### config.mk
export PLATFORM = sky130hd
export DESIGN_NAME = pvfb_regs
export DESIGN_NICKNAME = d
export VERILOG_FILES = /design/src/hw/pvfb_pkg.sv /design/src/hw/pvfb_fault_timer.sv /design/src/hw/pvfb_regs.sv
export SDC_FILE = /design/constraint.sdc
export NUM_CORES = 1
export LEC_CHECK = 0
export ABC_AREA = 1
export BUFFER_PORTS_ARGS = -buffer_cell sky130_fd_sc_hd__buf_2
export CELL_PAD_IN_SITES_DETAIL_PLACEMENT = 2
export CELL_PAD_IN_SITES_GLOBAL_PLACEMENT = 2
export CORE_ASPECT_RATIO = 0.75
export CORE_MARGIN = 2
export CORE_UTILIZATION = 34
export DETAILED_ROUTE_END_ITERATION = 10
export PLACE_DENSITY_LB_ADDON = 0.1
export SKIP_CTS_REPAIR_TIMING = 1
export SLEW_MARGIN = 15
export SYNTH_ARGS = -nofsm -noshare
export SYNTH_HDL_FRONTEND = slang
export SYNTH_SLANG_ARGS = --single-unit
export TNS_END_PERCENT = 1
### constraint.sdc
create_clock -name clock -period 5.58 [get_ports clock]
set_input_delay 1.674 -clock clock [delete_from_list [all_inputs] [get_ports clock]]
set_output_delay 1.674 -clock clock [all_outputs]
set_load 0.02 [all_outputs]
### src/hw/pvfb_pkg.sv
// package: register map, field layout and timing constants of the foldback register slice
package pvfb_pkg;
	localparam int unsigned NUM_CHAN = 4;
	localparam logic [7:0] CMD_CHAN_FOUR_VOLT = 8'h3E;
	localparam logic [7:0] CMD_FOLDBACK_SEL = 8'h40;
	localparam logic [7:0] CMD_FIRMWARE_VER = 8'h41;
	localparam logic [15:0] RST_CHAN_FOUR_VOLT = 16'h0000;
	localparam logic [7:0] RST_FOLDBACK_SEL = 8'h00;
	localparam logic [7:0] RST_FIRMWARE_VER = 8'h00;
	localparam int unsigned DFB_POS = 4;
	localparam int unsigned MPOL_POS = 0;
	localparam int unsigned VOLT_CODE_WIDTH = 14;
	localparam real VOLTAGE_LSB_WEIGHT_MV = 3.662;
	localparam real VOLTAGE_FULL_SCALE_V = 60.0;
	localparam logic [2:0] AUTO_DFB_MIN_CLASS = 3'h4;
	localparam int unsigned CLOCK_MHZ = 125;
	localparam int unsigned LIMIT_FAULT_TIME_MS = 60;
	localparam int unsigned LIMIT_FAULT_CYCLES = LIMIT_FAULT_TIME_MS * 1000 * CLOCK_MHZ;
	localparam int unsigned TICK_US = 1;
	localparam int unsigned TICK_CYCLES = TICK_US * CLOCK_MHZ;
	localparam logic [15:0] POLICING_DEFAULT = 16'hFFFF;
	// per-channel events from the power path
	typedef struct packed {
		logic turn_on;
		logic turn_off;
		logic over_limit;
		logic [2:0] assigned_class;
	} pvfb_chan_evt_t;
	// per-channel settings to the power path
	typedef struct packed {
		logic double_foldback_enable;
		logic policing_auto_load;
		logic policing_restore;
		logic fault_timer_run;
		logic fault_expired;
	} pvfb_chan_ctl_t;
endpackage : pvfb_pkg

### src/hw/pvfb_fault_timer.sv
// one channel's limit fault timer with selectable duration
module pvfb_fault_timer #(
	parameter int unsigned NOMINAL_TICKS = 60000
) (
	input wire logic clock,
	input wire logic rst,
	input wire logic tick,
	input wire logic over_limit,
	input wire logic use_programmed,
	input wire logic [15:0] programmed_ticks,
	output logic running,
	output logic expired
);
	logic [15:0] count_reg;
	logic [15:0] limit;
	// programmable duration only while double foldback is active
	assign limit = use_programmed ? programmed_ticks : 16'(NOMINAL_TICKS);
	// counts while over the current limit, clears when current drops
	always_ff @(posedge clock or posedge rst) begin
		if (rst) begin
			count_reg <= 16'h0000;
			running <= 1'b0;
			expired <= 1'b0;
		end else if (!over_limit) begin
			count_reg <= 16'h0000;
			running <= 1'b0;
			expired <= 1'b0;
		end else begin
			running <= 1'b1;
			if (tick && count_reg < limit)
				count_reg <= count_reg + 16'h0001;
			expired <= (count_reg >= limit);
		end
	end
endmodule : pvfb_fault_timer

### src/hw/pvfb_regs.sv
// foldback and policing register slice with channel four voltage telemetry
// Operation
// - channel four voltage at 3Eh, low byte first
// - voltage is unsigned 14-bit code, 3.662 mV steps
// - foldback select at 40h, one byte read/write
// - double foldback raises limit and short thresholds
// - fault timer starts when current exceeds limit
// - inrush profile ignores double foldback bits
// - cleared bit uses nominal 60 ms fault time
// - set bit uses programmed fault time
// - class four or above sets double foldback
// - hold clear lets turn-on adjust from class
// - hold set leaves settings unchanged at turn-on
// - turn-off restores policing and foldback defaults
// - four-pair hold on either channel blocks both
// - turn-off clears the manual policing hold bit
module pvfb_regs #(
	parameter int unsigned NUM_CHAN = pvfb_pkg::NUM_CHAN,
	parameter logic [7:0] FIRMWARE_VERSION = 8'h5A, // arbitrary value
	parameter int unsigned NOMINAL_TICKS = pvfb_pkg::LIMIT_FAULT_CYCLES / pvfb_pkg::TICK_CYCLES
) (
	input wire logic clock,
	input wire logic rst,
	input wire logic [7:0] cmd_addr,
	input wire logic rd_strobe,
	input wire logic wr_strobe,
	input wire logic [7:0] wr_data,
	output logic [7:0] rd_data,
	output logic rd_valid,
	input wire logic [13:0] channel_voltage_code,
	input wire logic [15:0] programmed_fault_ticks,
	input wire logic [1:0] four_pair_port,
	input wire pvfb_pkg::pvfb_chan_evt_t [3:0] chan_evt,
	output pvfb_pkg::pvfb_chan_ctl_t [3:0] chan_ctl,
	output logic [3:0] limit_raise
);
	logic [7:0] fb_sel_reg;
	logic [7:0] fb_sel_next;
	logic [7:0] volt_msb_reg; // latched upper byte so both bytes are one sample
	logic rd_second_reg; // next read of 3Eh returns the upper byte
	logic [7:0] rd_data_next;
	logic [6:0] tick_div_reg;
	logic tick;
	logic [3:0] dfb;
	logic [3:0] hold;
	logic [3:0] hold_eff;
	logic [3:0] run_w;
	logic [3:0] exp_w;
	logic [3:0] dfb_next;
	logic [3:0] hold_next;
	logic [15:0] volt_word;
	logic sel_volt;
	logic sel_fb;
	logic sel_fw;

	assign dfb = fb_sel_reg[pvfb_pkg::DFB_POS +: 4];
	assign hold = fb_sel_reg[pvfb_pkg::MPOL_POS +: 4];
	// zero-extend the code so the two top bits read as zero
	assign volt_word = {2'b00, channel_voltage_code};
	assign sel_volt = (cmd_addr == pvfb_pkg::CMD_CHAN_FOUR_VOLT);
	assign sel_fb = (cmd_addr == pvfb_pkg::CMD_FOLDBACK_SEL);
	assign sel_fw = (cmd_addr == pvfb_pkg::CMD_FIRMWARE_VER);
	assign tick = (tick_div_reg == 7'(pvfb_pkg::TICK_CYCLES - 1));

	// four-pair pairs share the hold: channels 1-2 and 3-4
	assign hold_eff[0] = hold[0] | (four_pair_port[0] & hold[1]);
	assign hold_eff[1] = hold[1] | (four_pair_port[0] & hold[0]);
	assign hold_eff[2] = hold[2] | (four_pair_port[1] & hold[3]);
	assign hold_eff[3] = hold[3] | (four_pair_port[1] & hold[2]);

	// per-channel next values: host write, then turn-on, turn-off wins last
	genvar gi;
	generate
		for (gi = 0; gi < 4; gi++) begin : g_chan
			logic wr_dfb;
			logic wr_hold;
			logic auto_on;
			assign wr_dfb = (wr_strobe && sel_fb) ? wr_data[pvfb_pkg::DFB_POS + gi] : dfb[gi];
			assign wr_hold = (wr_strobe && sel_fb) ? wr_data[pvfb_pkg::MPOL_POS + gi] : hold[gi];
			assign auto_on = chan_evt[gi].turn_on && !hold_eff[gi];
			// restore default on turn-off regardless of hold
			assign dfb_next[gi] = chan_evt[gi].turn_off ? 1'b0 :
				auto_on ? (chan_evt[gi].assigned_class >= pvfb_pkg::AUTO_DFB_MIN_CLASS) :
				wr_dfb;
			assign hold_next[gi] = chan_evt[gi].turn_off ? 1'b0 : wr_hold;
			pvfb_fault_timer #(
				.NOMINAL_TICKS(NOMINAL_TICKS)
			) u_timer (
				.clock(clock),
				.rst(rst),
				.tick(tick),
				.over_limit(chan_evt[gi].over_limit),
				.use_programmed(dfb[gi]),
				.programmed_ticks(programmed_fault_ticks),
				.running(run_w[gi]),
				.expired(exp_w[gi])
			);
		end
	endgenerate

	always_comb begin
		fb_sel_next = fb_sel_reg;
		fb_sel_next[pvfb_pkg::DFB_POS +: 4] = dfb_next;
		fb_sel_next[pvfb_pkg::MPOL_POS +: 4] = hold_next;
	end

	// read mux; unmapped commands return zero, writes to 3Eh/41h fall through
	always_comb begin
		rd_data_next = 8'h00;
		if (sel_volt)
			rd_data_next = rd_second_reg ? volt_msb_reg : volt_word[7:0];
		else if (sel_fb)
			rd_data_next = fb_sel_reg;
		else if (sel_fw)
			rd_data_next = FIRMWARE_VERSION;
	end

	// microsecond tick divider for the fault timers
	always_ff @(posedge clock or posedge rst) begin
		if (rst)
			tick_div_reg <= 7'h00;
		else if (tick)
			tick_div_reg <= 7'h00;
		else
			tick_div_reg <= tick_div_reg + 7'h01;
	end

	// register storage
	always_ff @(posedge clock or posedge rst) begin
		if (rst)
			fb_sel_reg <= pvfb_pkg::RST_FOLDBACK_SEL;
		else
			fb_sel_reg <= fb_sel_next;
	end

	// two-byte voltage read: low byte first latches the upper byte
	always_ff @(posedge clock or posedge rst) begin
		if (rst) begin
			rd_second_reg <= 1'b0;
			volt_msb_reg <= 8'h00;
		end else if (rd_strobe && sel_volt) begin
			rd_second_reg <= !rd_second_reg;
			if (!rd_second_reg)
				volt_msb_reg <= volt_word[15:8];
		end else if (rd_strobe) begin
			rd_second_reg <= 1'b0;
		end
	end

	// read answer registered, one cycle after the strobe
	always_ff @(posedge clock or posedge rst) begin
		if (rst) begin
			rd_data <= 8'h00;
			rd_valid <= 1'b0;
		end else begin
			rd_valid <= rd_strobe;
			if (rd_strobe)
				rd_data <= rd_data_next;
		end
	end

	// outputs to the power path; inrush logic never sees dfb
	always_ff @(posedge clock or posedge rst) begin
		if (rst) begin
			chan_ctl <= '0;
			limit_raise <= 4'h0;
		end else begin
			limit_raise <= dfb;
			for (int i = 0; i < 4; i++) begin
				chan_ctl[i].double_foldback_enable <= dfb[i];
				chan_ctl[i].policing_auto_load <= chan_evt[i].turn_on && !hold_eff[i];
				chan_ctl[i].policing_restore <= chan_evt[i].turn_off;
				chan_ctl[i].fault_timer_run <= run_w[i];
				chan_ctl[i].fault_expired <= exp_w[i];
			end
		end
	end
endmodule : pvfb_regs

==> results by group <==
Finish
  • Final Util: 0.400
  • Max reg flops: 64
  • Register area: 0.00308 mm²
  • Area delta synth->final: 16.5%
  • Multi-input logic area: between 0.004 and 0.005 mm²
  • Share of cells above drive strength 1: 0.132
  • Ant diodes: 0
  • Nets: ~1300
  • Fill count: between 2000 and 3000

Clocking
  • Worst-Skew Late Latency: between 0.4 and 0.5 ns
  • CTS tree: yes
  • H-tree levels: 4
  • Root Buffer: clkbuf_16
  • CTS Sinks: between 100 and 150
  • Clock-pin slew on the worst setup and hold paths: about 0.06 ns
  • Cts bufs inserted: 17
  • Max clock buf depth: 2

Flow run
  • Max_cap viols: 0

Place
  • I/O Buffers: 100
  • Detailed Place HPWL: about 20000 µm
  • DP Worst Slack: roughly 1.9 ns
  • Final Wtd Congestion: 0.784

Setup path
  • CP required: 5.95 ns
  • R2R cell count: 10
  • Critical path's slowest cell: ha_1
  • WP depth: 10
  • Critical path arrival: ~3.6 ns
  • Crit start category: primary input
  • Buf/Inv on CP: 1
  • Crit end category: flop
  • CP max FO: 17
  • Register-to-Register Setup Slack: approximately 2.6 ns
  • CP cell instances: buf_2, nor2_1, ha_1, a21oi_1, o21ai_0, a21oi_1, nand3_4, nand2_4, nand2_1, nand2_1
  • Crit-path max cell delay: a little under 0.3 ns
  • WS Path Type: primary input to flop
  • Crit-path leading delay family: simple AND/OR/NAND/NOR gates

Floorplan
  • Area of the core: between 0.02 and 0.025 mm²
  • DIE HEIGHT: about 140 µm
  • Num rows: 49
  • Initial cell density of the core: 0.344
  • Die width: around 180 µm
  • Boundary Pins: 109
  • Die Area: 0.0253 mm²

Global routing
  • GRT Residual Overflow: 0
  • GRT Total Usage: 0.232
  • Largest net degree at the start of global routing: 80
  • First-pass GRT wire length: between 40000 and 50000 µm
  • Initial antenna violation count: 3
  • Vias in the first global route: between 8000 and 9000

Synth
  • Ys async rst share: 1.00
  • Dominant synthesized flop cell: dfrtp_1
  • Cells after Synth: about 1100
  • Cell Area, Synth: 0.00818 mm²
  • Syn Area/Cell: 7.36 µm²
  • Sequential fraction of the synthesis area: 0.376
  • Library cells used by synthesis: 35
  • Mapped Nets: 1257
  • FF+latch count, synth: around 120
  • Ys Warns: 0
  • Number of synthesized flops with an enable pin: 0

Power and ir drop
  • Leak pwr: 4.97 nW
  • Worst vdd ir: between 200 and 250 µV
  • PD cells: between 200 and 250 mW/mm²
  • Final Power: approximately 0.0023 W

STA
  • Finish-stage setup viols: 0
  • Crit path time final: 3.25 ns
  • Period Utilization, post-route: 0.583
  • Peak Freq: slightly above 300 MHz
  • Worst setup margin: ~2.3 ns
  • Fin Setup TNS: 0 ns
  • Slew Viols, Final: 0
  • Slew @ Worst Pin: approximately 0.80 ns
  • Final hold violation count: 0
  • Rel. slew slack: 0.467
  • Clock Skews: between 0.01 and 0.015 ns
  • RSZ-0062 raised after global routing: no

Route
  • Router iterations before antenna repair: 4
  • Vias per cell: between 5 and 6
  • Initial DRC Count: between 200 and 300
  • Drc violations: 0
  • Via count: 7705
  • Final ANT Viol Nets: 0
  • Routed wire length: ~27000 µm
  • DR WL/cell: between 15 and 20 µm

Status
  • Status: finished, final reports clean

Min path
  • Hold depth: 0
  • Min-Delay Path Class: flop to flop
[power by group]
group,switching [W],internal (W),leakage [nW]
combinational,0.000158,0.0000738,3.03
sequential,0.0000293,0.000915,1.65
clock,0.000437,0.000728,0.297
[cell type report]
class / count / share of cell area
Sequential cell: 123 / 0.323
Multi-Input combinational cell: 865 / 0.481
Clock buffer: 23 / 0.0533
Clock inverter: 9 / 0.0116
Timing Repair Buffer: 102 / 0.0541
Inverter: 92 / 0.0368
Tap cell: 306 / 0.0402
[synthesized netlist by cell type (all sizes together), types with 2 or more instances]
library cell	instances	area, µm²
nand2	348	1370
nor3	23	115
ha	70	876
clkinv	4	15.0
nand3	113	621
xor2	34	298
dfrtp	123	3080
nor2	165	636
a211oi	5	37.5
nor3b	4	30.0
inv	88	330
a21oi	37	185
xnor2	7	61.3
o21bai	7	52.6
clkbuf	15	56.3
o211ai	2	15.0
a21o	4	30.0
buf	16	119
nand4	9	56.3
and3	2	12.5
o21ai	31	155
[layer usage]
| metal | vias up | track usage | share of wire |
|---|---|---|---|
| li1 | 3755 | - | - |
| met1 | 3793 | 0.315 | 0.49 |
| met2 | 119 | 0.368 | 0.45 |
| met3 | 32 | 0.0585 | 0.043 |
| met4 | 6 | 0.0644 | 0.015 |
| met5 | - | 0 | 0.0016 |
[cells in the final DEF, fill, tap and decap left out, drive strengths merged]
cell      instances
dfrtp           123
clkbuf           23
nand4             9
nand3           113
nor3             23
inv              88
o21ai            31
xnor2             7
a21oi            37
o21bai            7
buf             102
o22ai             1
clkinvlp          3
and3              2
a211oi            5
or2               1
a41oi             1
o211ai            2
bufinv            2
nand2           348
xor2             34
nor2            165
nand3b            1
nor3b             4
clkinv            8
a21o              4
ha               70
[kinds of logic after synthesis]
| kind of cell | after synthesis | share of synthesized area |
|---|---|---|
| fa+ha+maj | 70 | 0.107 |
| compound gates | 88 | 0.0600 |
| flops | 123 | 0.376 |
| xor+xnor | 41 | 0.0439 |
| simple gates | 666 | 0.349 |
| buf+inv | 123 | 0.0636 |
[per-stage QoR]
step | hold WS (ns) | cell area [µm²] | instances
CTS | 0.347 | 9530 | 1520
floorplan | 0.331 | 8180 | 1111
finish | 0.345 | 9530 | 1520
global placement | 0.333 | 8910 | 1488
detailed placement | 0.336 | 8910 | 1488
global route | 0.358 | 9530 | 1520
[worst paths after layout]
path,from,to
worst max-delay path,programmed_fault_ticks[13],g_chan[3].u_timer.count_reg[4]$_DFFE_PP0P_
worst min-delay path,g_chan[3].u_timer.running$_DFF_PP0_,chan_ctl[16]$_DFF_PP0_
worst max register to register,fb_sel_reg[7]$_DFFE_PP0P_,g_chan[3].u_timer.count_reg[4]$_DFFE_PP0P_
worst min register to register,g_chan[3].u_timer.running$_DFF_PP0_,chan_ctl[16]$_DFF_PP0_
max in group asynchronous,rst,g_chan[3].u_timer.count_reg[10]$_DFFE_PP0P_
min in group asynchronous,rst,g_chan[2].u_timer.count_reg[13]$_DFFE_PP0P_
No activity file was read; power rests on OpenSTA's default activity.
